==> config.mk <==
export PLATFORM = sky130hd
export DESIGN_NAME = mpt_timer
export DESIGN_NICKNAME = d
export VERILOG_FILES = /design/src/common/mpt_pkg.sv /design/src/rtl/mpt_prescaler.sv /design/src/rtl/mpt_timer.sv
export VERILOG_INCLUDE_DIRS = /design/src /design/src/common
export SDC_FILE = /design/constraint.sdc
export NUM_CORES = 1
export LEC_CHECK = 0
export BUFFER_PORTS_ARGS = -buffer_cell sky130_fd_sc_hd__buf_2
export CAP_MARGIN = 20
export CORE_MARGIN = 2
export CORE_UTILIZATION = 40
export CTS_BUF_LIST = sky130_fd_sc_hd__clkbuf_8 sky130_fd_sc_hd__clkbuf_16
export DETAILED_ROUTE_END_ITERATION = 8
export PLACE_DENSITY = 0.56
export SETUP_SLACK_MARGIN = 0.1
export SLEW_MARGIN = 0
export SYNTH_ARGS = -nofsm -noshare
export SYNTH_HDL_FRONTEND = slang
export SYNTH_SLANG_ARGS = --single-unit
==> constraint.sdc <==
create_clock -name clk -period 2.8 [get_ports clk]
set_clock_uncertainty 0.1 [all_clocks]
set_input_delay 0.84 -clock clk [delete_from_list [all_inputs] [get_ports clk]]
set_output_delay 0.84 -clock clk [all_outputs]
set_load 0.03 [all_outputs]
==> src/common/mpt_params.svh <==
// register offsets, field positions, reset values and timing figures of the modulo timer
`ifndef MPT_PARAMS_SVH
`define MPT_PARAMS_SVH

`define MPT_OFF_STATUS_CONTROL 8'h4B
`define MPT_OFF_COUNT_HIGH     8'h4C
`define MPT_OFF_COUNT_LOW      8'h4D
`define MPT_OFF_MODULO_HIGH    8'h4E
`define MPT_OFF_MODULO_LOW     8'h4F

`define MPT_BIT_OVF            7
`define MPT_BIT_IRQ_EN         6
`define MPT_BIT_HALT           5
`define MPT_BIT_CLEAR          4
`define MPT_PS_MSB             2
`define MPT_PS_LSB             0

`define MPT_RST_PS             3'h0
`define MPT_RST_HALT           1'h1
`define MPT_RST_MODULO         16'hFFFF
`define MPT_RST_COUNT          16'h0000

`define MPT_PS_MAX_CODE        3'h6
`define MPT_PRESCALE_W         6

`endif

==> src/common/mpt_pkg.sv <==
// types shared by the modulo timer files
package mpt_pkg;
  typedef enum logic [1:0] {
    MPT_ARM_IDLE,
    MPT_ARM_READY
  } mpt_arm_type;
endpackage

==> src/rtl/mpt_prescaler.sv <==
// free-running bus clock divider that emits one-cycle ticks at the selected rate
`timescale 1ns/1ps
`include "mpt_params.svh"
module mpt_prescaler #(
  parameter int WIDTH = `MPT_PRESCALE_W
) (
  input  wire logic       clk,      // bus clock
  input  wire logic       rst,      // synchronous reset, active high
  input  wire logic       clear,    // restart the divider from zero
  input  wire logic [2:0] select,   // prescale select code
  output logic            tick      // one-cycle count enable
);
  logic [WIDTH-1:0] div_q;
  logic [2:0]       sel_eff;

  // codes 110 and 111 both give divide by 64
  assign sel_eff = (select > `MPT_PS_MAX_CODE) ? `MPT_PS_MAX_CODE : select;

  always_ff @(posedge clk) begin
    if (rst || clear) begin
      div_q <= '0;
    end else begin
      div_q <= div_q + 1'b1;
    end
  end

  // tick when the low sel_eff bits are all one: period 2**sel_eff cycles
  always_comb begin
    tick = 1'b1;
    for (int i = 0; i < WIDTH; i++) begin
      if (i < int'(sel_eff) && !div_q[i]) begin
        tick = 1'b0;
      end
    end
  end

  property p_tick_div1;
    @(posedge clk) disable iff (rst)
      (select == 3'h0) |-> tick;
  endproperty
  a_tick_div1: assert property (p_tick_div1) else $error("divide by one must tick every cycle");
endmodule

==> src/rtl/mpt_timer.sv <==
// modulo periodic timer with classic wishbone register access
//
// Function
// - 16-bit up-counter, free-run or modulo
// - counter reads never disturb counting
// - prescale divides by 1..64, 11x is 64
// - tick after match sets flag and returns zero
// - flag cleared by read then zero write
// - new overflow voids pending zero write
// - irq when flag and enable both set
// - halt holds counter; reset sets halt
// - clear bit resets counter and prescaler
// - halt plus clear stops at zero
// - high read latches low byte
// - reset and clear zero the counter
// - modulo high write masks flag until low
// - reset sets modulo to all ones
// - wait mode keeps counting, irq wakes
// - stop mode freezes counting, keeps state
// - break freezes the counter
// - break without enable protects flag clears
//
// Register access over Wishbone was decided locally.
`timescale 1ns/1ps
`include "mpt_params.svh"
module mpt_timer
  import mpt_pkg::*;
#(
  parameter int CNT_W = 16
) (
  input  wire logic        clk,                // bus clock, 250 MHz
  input  wire logic        rst,                // synchronous reset, active high
  input  wire logic        wb_cyc_i,           // wishbone cycle
  input  wire logic        wb_stb_i,           // wishbone strobe
  input  wire logic        wb_we_i,            // wishbone write enable
  input  wire logic [7:0]  wb_adr_i,           // wishbone byte address
  input  wire logic [7:0]  wb_dat_i,           // wishbone write data
  input  wire logic        wb_sel_i,           // wishbone byte select
  output logic      [7:0]  wb_dat_o,           // wishbone read data
  output logic             wb_ack_o,           // wishbone acknowledge
  input  wire logic        wait_mode,          // system wait state
  input  wire logic        stop_mode,          // system stop state
  input  wire logic        break_state,        // system break state
  input  wire logic        break_clear_enable, // allow flag clears in break
  output logic             overflow_irq        // overflow interrupt request
);
  logic [CNT_W-1:0] count_q;
  logic [CNT_W-1:0] modulo_q;
  logic [7:0]       low_latch_q;
  logic             latched_q;
  logic             overflow_flag_q;
  logic             overflow_irq_enable_q;
  logic             counter_halt_q;
  logic [2:0]       prescale_select_q;
  logic             mod_inhibit_q;
  logic             clear_pulse_q;
  mpt_arm_type      arm_q;
  logic             wait_s1_q, wait_s2_q;
  logic             stop_s1_q, stop_s2_q;
  logic             brk_s1_q, brk_s2_q;
  logic             bce_s1_q, bce_s2_q;
  logic             tick;
  logic             access, wr, rd;
  logic             advance;
  logic             match;
  logic             overflow_evt;
  logic [7:0]       rd_data;

  // level inputs from system logic pass two flops
  always_ff @(posedge clk) begin
    if (rst) begin
      wait_s1_q <= 1'b0;
      wait_s2_q <= 1'b0;
      stop_s1_q <= 1'b0;
      stop_s2_q <= 1'b0;
      brk_s1_q  <= 1'b0;
      brk_s2_q  <= 1'b0;
      bce_s1_q  <= 1'b0;
      bce_s2_q  <= 1'b0;
    end else begin
      wait_s1_q <= wait_mode;
      wait_s2_q <= wait_s1_q;
      stop_s1_q <= stop_mode;
      stop_s2_q <= stop_s1_q;
      brk_s1_q  <= break_state;
      brk_s2_q  <= brk_s1_q;
      bce_s1_q  <= break_clear_enable;
      bce_s2_q  <= bce_s1_q;
    end
  end

  // ack on the cycle after the request, dropped the next cycle
  // registers are not reachable in wait mode; the bus still gets an answer
  assign access = wb_cyc_i && wb_stb_i && !wb_ack_o && !wait_s2_q;
  assign wr     = access && wb_we_i && wb_sel_i;
  assign rd     = access && !wb_we_i;

  function automatic logic hit(input logic [7:0] adr, input logic [7:0] off);
    hit = (adr == off);
  endfunction

  always_ff @(posedge clk) begin
    if (rst) begin
      wb_ack_o <= 1'b0;
    end else begin
      wb_ack_o <= wb_cyc_i && wb_stb_i && !wb_ack_o;
    end
  end

  always_comb begin
    rd_data = 8'h00;
    if (hit(wb_adr_i, `MPT_OFF_STATUS_CONTROL)) begin
      // clear bit and bit 3 read as zero
      rd_data = {overflow_flag_q, overflow_irq_enable_q, counter_halt_q, 2'b00, prescale_select_q};
    end else if (hit(wb_adr_i, `MPT_OFF_COUNT_HIGH)) begin
      rd_data = count_q[15:8];
    end else if (hit(wb_adr_i, `MPT_OFF_COUNT_LOW)) begin
      rd_data = latched_q ? low_latch_q : count_q[7:0];
    end else if (hit(wb_adr_i, `MPT_OFF_MODULO_HIGH)) begin
      rd_data = modulo_q[15:8];
    end else if (hit(wb_adr_i, `MPT_OFF_MODULO_LOW)) begin
      rd_data = modulo_q[7:0];
    end
  end

  always_ff @(posedge clk) begin
    if (rst) begin
      wb_dat_o <= 8'h00;
    end else if (rd) begin
      wb_dat_o <= rd_data;
    end
  end

  // control fields
  always_ff @(posedge clk) begin
    if (rst) begin
      overflow_irq_enable_q <= 1'b0;
      counter_halt_q        <= `MPT_RST_HALT;
      prescale_select_q     <= `MPT_RST_PS;
    end else if (wr && hit(wb_adr_i, `MPT_OFF_STATUS_CONTROL)) begin
      overflow_irq_enable_q <= wb_dat_i[`MPT_BIT_IRQ_EN];
      counter_halt_q        <= wb_dat_i[`MPT_BIT_HALT];
      prescale_select_q     <= wb_dat_i[`MPT_PS_MSB:`MPT_PS_LSB];
    end
  end

  // write-only clear bit: one-cycle pulse, never stored for readback
  always_ff @(posedge clk) begin
    if (rst) begin
      clear_pulse_q <= 1'b0;
    end else begin
      clear_pulse_q <= wr && hit(wb_adr_i, `MPT_OFF_STATUS_CONTROL) && wb_dat_i[`MPT_BIT_CLEAR];
    end
  end

  mpt_prescaler #(
    .WIDTH (`MPT_PRESCALE_W)
  ) u_prescaler (
    .clk    (clk),
    .rst    (rst),
    .clear  (clear_pulse_q),
    .select (prescale_select_q),
    .tick   (tick)
  );

  // stop and break freeze the count; wait does not
  assign advance = tick && !counter_halt_q && !stop_s2_q && !brk_s2_q && !clear_pulse_q;
  assign match   = (count_q == modulo_q);
  assign overflow_evt = advance && match && !mod_inhibit_q;

  always_ff @(posedge clk) begin
    if (rst) begin
      count_q <= `MPT_RST_COUNT;
    end else if (clear_pulse_q) begin
      count_q <= `MPT_RST_COUNT;
    end else if (advance) begin
      // rollover at the modulo value; all ones gives free-running
      count_q <= match ? `MPT_RST_COUNT : count_q + 1'b1;
    end
  end

  // counter low byte latch
  always_ff @(posedge clk) begin
    if (rst) begin
      latched_q   <= 1'b0;
      low_latch_q <= 8'h00;
    end else if (rd && hit(wb_adr_i, `MPT_OFF_COUNT_HIGH) && !latched_q) begin
      latched_q   <= 1'b1;
      low_latch_q <= count_q[7:0];
    end else if (rd && hit(wb_adr_i, `MPT_OFF_COUNT_LOW)) begin
      latched_q   <= 1'b0;
    end
  end

  // modulo: high byte takes effect at once; the flag stays masked until the low byte write
  always_ff @(posedge clk) begin
    if (rst) begin
      modulo_q          <= `MPT_RST_MODULO;
      mod_inhibit_q     <= 1'b0;
    end else if (wr && hit(wb_adr_i, `MPT_OFF_MODULO_HIGH)) begin
      modulo_q[15:8]    <= wb_dat_i;
      mod_inhibit_q     <= 1'b1;
    end else if (wr && hit(wb_adr_i, `MPT_OFF_MODULO_LOW)) begin
      modulo_q[7:0]     <= wb_dat_i;
      mod_inhibit_q     <= 1'b0;
    end
  end

  // two-step clear: arming read, then zero write; new overflow disarms
  always_ff @(posedge clk) begin
    if (rst) begin
      arm_q <= MPT_ARM_IDLE;
    end else begin
      unique case (arm_q)
        MPT_ARM_IDLE: begin
          if (rd && hit(wb_adr_i, `MPT_OFF_STATUS_CONTROL) && overflow_flag_q && !overflow_evt
              && (!brk_s2_q || bce_s2_q)) begin
            arm_q <= MPT_ARM_READY;
          end
        end
        MPT_ARM_READY: begin
          if (overflow_evt) begin
            arm_q <= MPT_ARM_IDLE;
          end else if (wr && hit(wb_adr_i, `MPT_OFF_STATUS_CONTROL) && (!brk_s2_q || bce_s2_q)) begin
            arm_q <= MPT_ARM_IDLE;
          end
        end
        default: arm_q <= MPT_ARM_IDLE;
      endcase
    end
  end

  always_ff @(posedge clk) begin
    if (rst) begin
      overflow_flag_q <= 1'b0;
    end else if (overflow_evt) begin
      overflow_flag_q <= 1'b1;
    end else if (arm_q == MPT_ARM_READY && wr && hit(wb_adr_i, `MPT_OFF_STATUS_CONTROL)
                 && !wb_dat_i[`MPT_BIT_OVF] && (!brk_s2_q || bce_s2_q)) begin
      overflow_flag_q <= 1'b0;
    end
  end

  always_ff @(posedge clk) begin
    if (rst) begin
      overflow_irq <= 1'b0;
    end else begin
      overflow_irq <= overflow_flag_q && overflow_irq_enable_q;
    end
  end

  property p_irq_follows;
    @(posedge clk) disable iff (rst)
      (overflow_flag_q && overflow_irq_enable_q) |=> overflow_irq;
  endproperty
  a_irq_follows: assert property (p_irq_follows) else $error("irq missing with flag and enable");

  property p_halt_holds;
    @(posedge clk) disable iff (rst)
      (counter_halt_q && !clear_pulse_q) |=> $stable(count_q);
  endproperty
  a_halt_holds: assert property (p_halt_holds) else $error("counter moved while halted");

  property p_clear_zero;
    @(posedge clk) disable iff (rst)
      clear_pulse_q |=> (count_q == 16'h0000);
  endproperty
  a_clear_zero: assert property (p_clear_zero) else $error("clear did not zero the counter");

  property p_rollover;
    @(posedge clk) disable iff (rst)
      (advance && match && !clear_pulse_q) |=> (count_q == 16'h0000);
  endproperty
  a_rollover: assert property (p_rollover) else $error("no rollover at modulo match");

  property p_flag_set;
    @(posedge clk) disable iff (rst)
      overflow_evt |=> overflow_flag_q;
  endproperty
  a_flag_set: assert property (p_flag_set) else $error("overflow did not set flag");

  property p_inhibit;
    @(posedge clk) disable iff (rst)
      (mod_inhibit_q && !overflow_flag_q) |=> !$rose(overflow_flag_q);
  endproperty
  a_inhibit: assert property (p_inhibit) else $error("flag set during modulo update");

  property p_break_freeze;
    @(posedge clk) disable iff (rst)
      (brk_s2_q && !clear_pulse_q) |=> $stable(count_q);
  endproperty
  a_break_freeze: assert property (p_break_freeze) else $error("counter moved in break");

  property p_break_protect;
    @(posedge clk) disable iff (rst)
      (brk_s2_q && !bce_s2_q && overflow_flag_q) |=> overflow_flag_q;
  endproperty
  a_break_protect: assert property (p_break_protect) else $error("flag cleared in protected break");

  property p_stop_freeze;
    @(posedge clk) disable iff (rst)
      (stop_s2_q && !clear_pulse_q) |=> $stable(count_q);
  endproperty
  a_stop_freeze: assert property (p_stop_freeze) else $error("counter moved in stop");

  property p_clear_needs_arm;
    @(posedge clk) disable iff (rst)
      $fell(overflow_flag_q) |-> $past(arm_q) == MPT_ARM_READY;
  endproperty
  a_clear_needs_arm: assert property (p_clear_needs_arm) else $error("flag cleared without arming read");

  property p_wait_runs;
    @(posedge clk) disable iff (rst)
      (wait_s2_q && advance && !match) |=> (count_q == $past(count_q) + 16'h0001);
  endproperty
  a_wait_runs: assert property (p_wait_runs) else $error("counter stalled in wait mode");
endmodule

==> impl.org <==
** Global routing
- After global routing the overflow that remains totals 0.
- First-pass GRT wire length :: 14,300 um
- Across every metal layer, demand over resource in global routing totals 19.0%.
- Number of global-route vias before repair :: 2,781
- Entering global routing, the biggest net connects 34 pins.
- The number of antenna violations at the first check in global routing is 0.

** Worst hold path
- Hold Crit Endpoint :: wait_s2_q
- Hold Path Cell Cnt :: 1
- The path class of the tightest hold or removal check is flip-flop to flip-flop.
- The worst hold path begins at wait_s1_q.

** Synthesis
- Sorting the synthesized cells by area gives the leading types as sky130_fd_sc_hd__dfxtp_1 42%, sky130_fd_sc_hd__mux2i_1 10%, sky130_fd_sc_hd__xor2_1 4.3%, sky130_fd_sc_hd__o21ai_0 4.1%, sky130_fd_sc_hd__a21oi_1 3.9%.
- After synthesis, the largest area contributor takes up 42.3% of total cell area.
- Counting every instance in the synthesized netlist gives 392.
- Cell area after synthesis :: 3500 sq um
- The synthesized netlist devotes 14.2% of its cell area to compound gates.
- Mean post-synth cell area :: 8.93 sq um
- In the synthesized netlist, mux cells make up 12.2% of the area.
- After Yosys synthesis, and, or, nand and nor cells account for 22.5% of the synthesized area.
- Share of the yosys chip area belonging to registers :: 42.3%
- Synthesis inferred 74 register bits.
- In this run, synthesis inferred 0 flip-flops with an integrated enable.
- Combinational family with the most area after synthesis :: simple AND/OR/NAND/NOR gates
- Xor/xnor cell area share of the yosys netlist :: 4.75%
- Post-Synthesis Net Count :: 420
- Summed over all instances, the cell type with the most area after synthesis is sky130_fd_sc_hd__dfxtp_1.
- Number of different library cells in the post-synthesis netlist :: 50
- Most common flop cell mapped by yosys :: sky130_fd_sc_hd__dfxtp_1
- Arithmetic-cell share of the synthesized area counting full adders, half adders and majority gates :: 0.715%
- In the synthesized netlist the async set-or-reset flop fraction comes to 0%.
- Yosys printed 0 warnings.

** Placed design
- In this run the tool buffered the top-level ports with 35 buffer cells.
- Instance count after placement with tap cells included :: 536
- The HPWL after detailed placement is 6520 um.
- Global placer's final weighted congestion :: 0.822
- Post-placement worst setup slack :: 2.14 ps

** Floorplanning
- The floorplan step defined a core boundary enclosing 8590 sq um.
- Die Ht :: 97.6 um
- The die covers 9520 sq um.
- The die is 97.6 um wide.
- Once the floorplan was initialized, standard cells occupied 40.7% of the core.
- Row count :: 34
- Pin placement for this block handled 36 I/O pins.

** Run status
- The run finished with clean final reports.

** Cells and area
- In the final design database the tool counted 467 nets.
- Filler cell count in the final layout :: 858
- Leaving out fill and tap cells, the most frequent cell in the layout is sky130_fd_sc_hd__dfxtp_1.
- In the layout the commonest cells are 74 x sky130_fd_sc_hd__dfxtp_1, 36 x sky130_fd_sc_hd__nand2_1, 36 x sky130_fd_sc_hd__mux2i_1, 35 x sky130_fd_sc_hd__buf_2, 29 x sky130_fd_sc_hd__o21ai_0.
- For this run, the number of standard cells in the final layout without fillers is 552.
- In the final layout, the share of cells above drive strength 1 is 20.3%.
- From synthesis to final layout, the design area changed by 17.5%.
- Ant diodes :: 0

** Setup path
- For the worst setup path, the data required time is 2940 ps.
- Kind of critical path :: primary input to flip-flop
- The kind of cell with the highest combined delay along the critical path is simple AND/OR/NAND/NOR gates.
- Along the worst path, the maximum fanout reaches 8.
- The slowest stage of the critical path belongs to the cell sky130_fd_sc_hd__or4b_1.
- Flop2flop setup slack :: 460 ps
- Critical path arrival :: 2570 ps
- Reg-to-reg critical path endpoint :: count_q[8]
- The critical path goes through buf_2 > or2_1 > or4b_1 > or3_1 > mux2i_1 > nor2_1.
- In this design, the stage delay of the slowest critical-path cell is 550 ps.
- Startpoint types :: primary input
- The number of cells on the worst reg-to-reg path is 5.
- STA classifies the critical path endpoint as a flip-flop.
- Crit path buffers/inverters :: 1
- The worst register-to-register path begins at counter_halt_q.

** Detailed routing
- Routed length per instance :: 15.7 um
- Total via count in the routed design :: 2,972
- DRC marker count from the first detailed-route iteration :: 90
- Routed wire length :: 8680 um
- In the routed design, unresolved DRC markers number 0.
- Using the TritonRoute via totals, the vias-per-cell ratio works out to 5.38.
- The count of nets left with antenna violations once routing finished came out at 0.
- Detailed-routing iteration count for the pre-antenna-repair pass :: 5

** STA
- Hold Slack :: 341 ps
- The number of hold violations in the final report came to 0.
- At the pin with the least slew margin, the transition time is 613 ps.
- Number of failing setup endpoints in the final timing report :: 0
- Setup total negative slack on the finished layout was measured at 0 ps.
- Share of the clock period used by the worst path after layout :: 86.8%
- Headroom to the max-slew limit came out at 58.8%.
- Unrepaired setup endpoints after global routing :: false
- Setup slack of the critical path after layout :: 368 ps
- The worst path in the final design needs a cycle of 2430 ps, including I/O delays and setup.
- Maximum clock rate :: 411 MHz
- Number of max-slew violations in the final report :: 0

** CTS
- TritonCTS Buffers :: 9
- Count of H-tree levels built during CTS :: 3
- # hold bufs at CTS :: 0
- In this run, post-CTS repair resized a total of 0 instances.
- After clock tree synthesis, the clock-pin slew on the worst setup and hold paths is 80 ps.
- Clock latency on the worst-skew pair, taken at its later pin, is 350 ps.
- CTS placed an instance of sky130_fd_sc_hd__clkbuf_8 at the clock tree root.
- Clock tree sinks :: 74
- TritonCTS built the clock tree.
- The clock passes through at most 2 buffers.
- After clock tree synthesis, the setup repair step added 0 buffers.

** Job
- Max-Cap Viols :: 0

** Power
- Power per standard cell area :: 490 nW/um^2
- In this run the static leakage power is 1.70 nW.
- Peak supply drop :: 0.181 mV
## routing by layer
| layer | share of wire, % | track usage [%] |
|---|---|---|
| met5 | 0 | 0 |
| met4 | 2.3 | 8.12 |
| met3 | 3.9 | 2.95 |
| met2 | 45 | 29.8 |
| met1 | 48 | 26.0 |
## state kept, by name, summed over array words and instances (netlist names)
| name | flops |
|---|---|
| brk_s1_q | 1 |
| arm_q | 1 |
| wait_s1_q | 1 |
| overflow_irq | 1 |
| u_prescaler.div_q | 6 |
| bce_s1_q | 1 |
| clear_pulse_q | 1 |
| overflow_irq_enable_q | 1 |
| brk_s2_q | 1 |
| low_latch_q | 8 |
| mod_inhibit_q | 1 |
| overflow_flag_q | 1 |
| stop_s1_q | 1 |
| wb_dat_o | 8 |
| latched_q | 1 |
| wait_s2_q | 1 |
| count_q | 16 |
| stop_s2_q | 1 |
| modulo_q | 16 |
| wb_ack_o | 1 |
| bce_s2_q | 1 |
| prescale_select_q | 3 |
| counter_halt_q | 1 |
## worst register-to-register path, delay by kind of cell (launching register included)
kind               cells  cell delay [ps]
AOI/OAI and AO/OA      2              620
and+or+nand+nor        3             1230
DFF                    1              320
## power breakdown
group	switching, mW	leakage, nW	internal (mW)
combinational	0.0594	0.997	0.0402
clock	0.392	0.103	0.456
sequential	0.00601	0.599	1.06
## logic make-up (layout without fill, tap and decap cells)
kind of cell | count (synthesis) | in the layout
simple gates | 144 | 144
compound gates | 81 | 81
flops | 74 | 74
mux | 42 | 42
buf+inv | 30 | 82
xor+xnor | 19 | 19
fa+ha+maj | 2 | 2
## through the flow
stage	util [%]	cell area [sq um]	total power, mW
floorplan	-	3500	1.14
global placement	45.4	3900	1.19
detailed placement	45.5	3910	1.19
CTS	47.9	4110	2.04
global route	47.9	4110	2.09
finish	47.9	4110	2.01
## layout make-up
cell class                      count  area (sq um)  share of cell area, %
Clock buffer                       11           151                   3.68
Clock inverter                      5          53.8                   1.31
Inverter                            6          22.5                  0.547
Multi-Input combinational cell    288          1900                   46.3
Sequential cell                    74          1480                   36.0
Tap cell                          108           135                   3.28
Timing Repair Buffer               60           367                   8.91
## how the worst max path moves through the flow
stage                                end  slack (ps)  cells after the start         from
after detailed placement  low_latch_q[6]           2                      6  wb_adr_i[5]
after global routing         count_q[13]         240                      5   count_q[2]
after global placement    low_latch_q[4]          30                      6  wb_adr_i[5]
after floorplan           low_latch_q[0]         140                      6  wb_adr_i[5]
final                     low_latch_q[6]         370                      6  wb_adr_i[5]
after CTS                 low_latch_q[6]         360                      6  wb_adr_i[5]
## cells in the mapped netlist, drive strengths merged (3+ instances only)
| library cell | number |
|---|---|
| nor4 | 5 |
| nand4 | 11 |
| o22ai | 5 |
| nor2 | 21 |
| buf | 5 |
| inv | 6 |
| or3 | 13 |
| nand3 | 7 |
| nand2b | 5 |
| dfxtp | 74 |
| nor3 | 6 |
| or4 | 7 |
| xor2 | 17 |
| o21ai | 29 |
| nand3b | 3 |
| clkbuf | 19 |
| mux2 | 6 |
| nor2b | 9 |
| a21oi | 28 |
| mux2i | 36 |
| o31ai | 8 |
| and2 | 3 |
| nand2 | 37 |
| and3 | 8 |
Note: power is estimated with default switching activity, not from simulation.
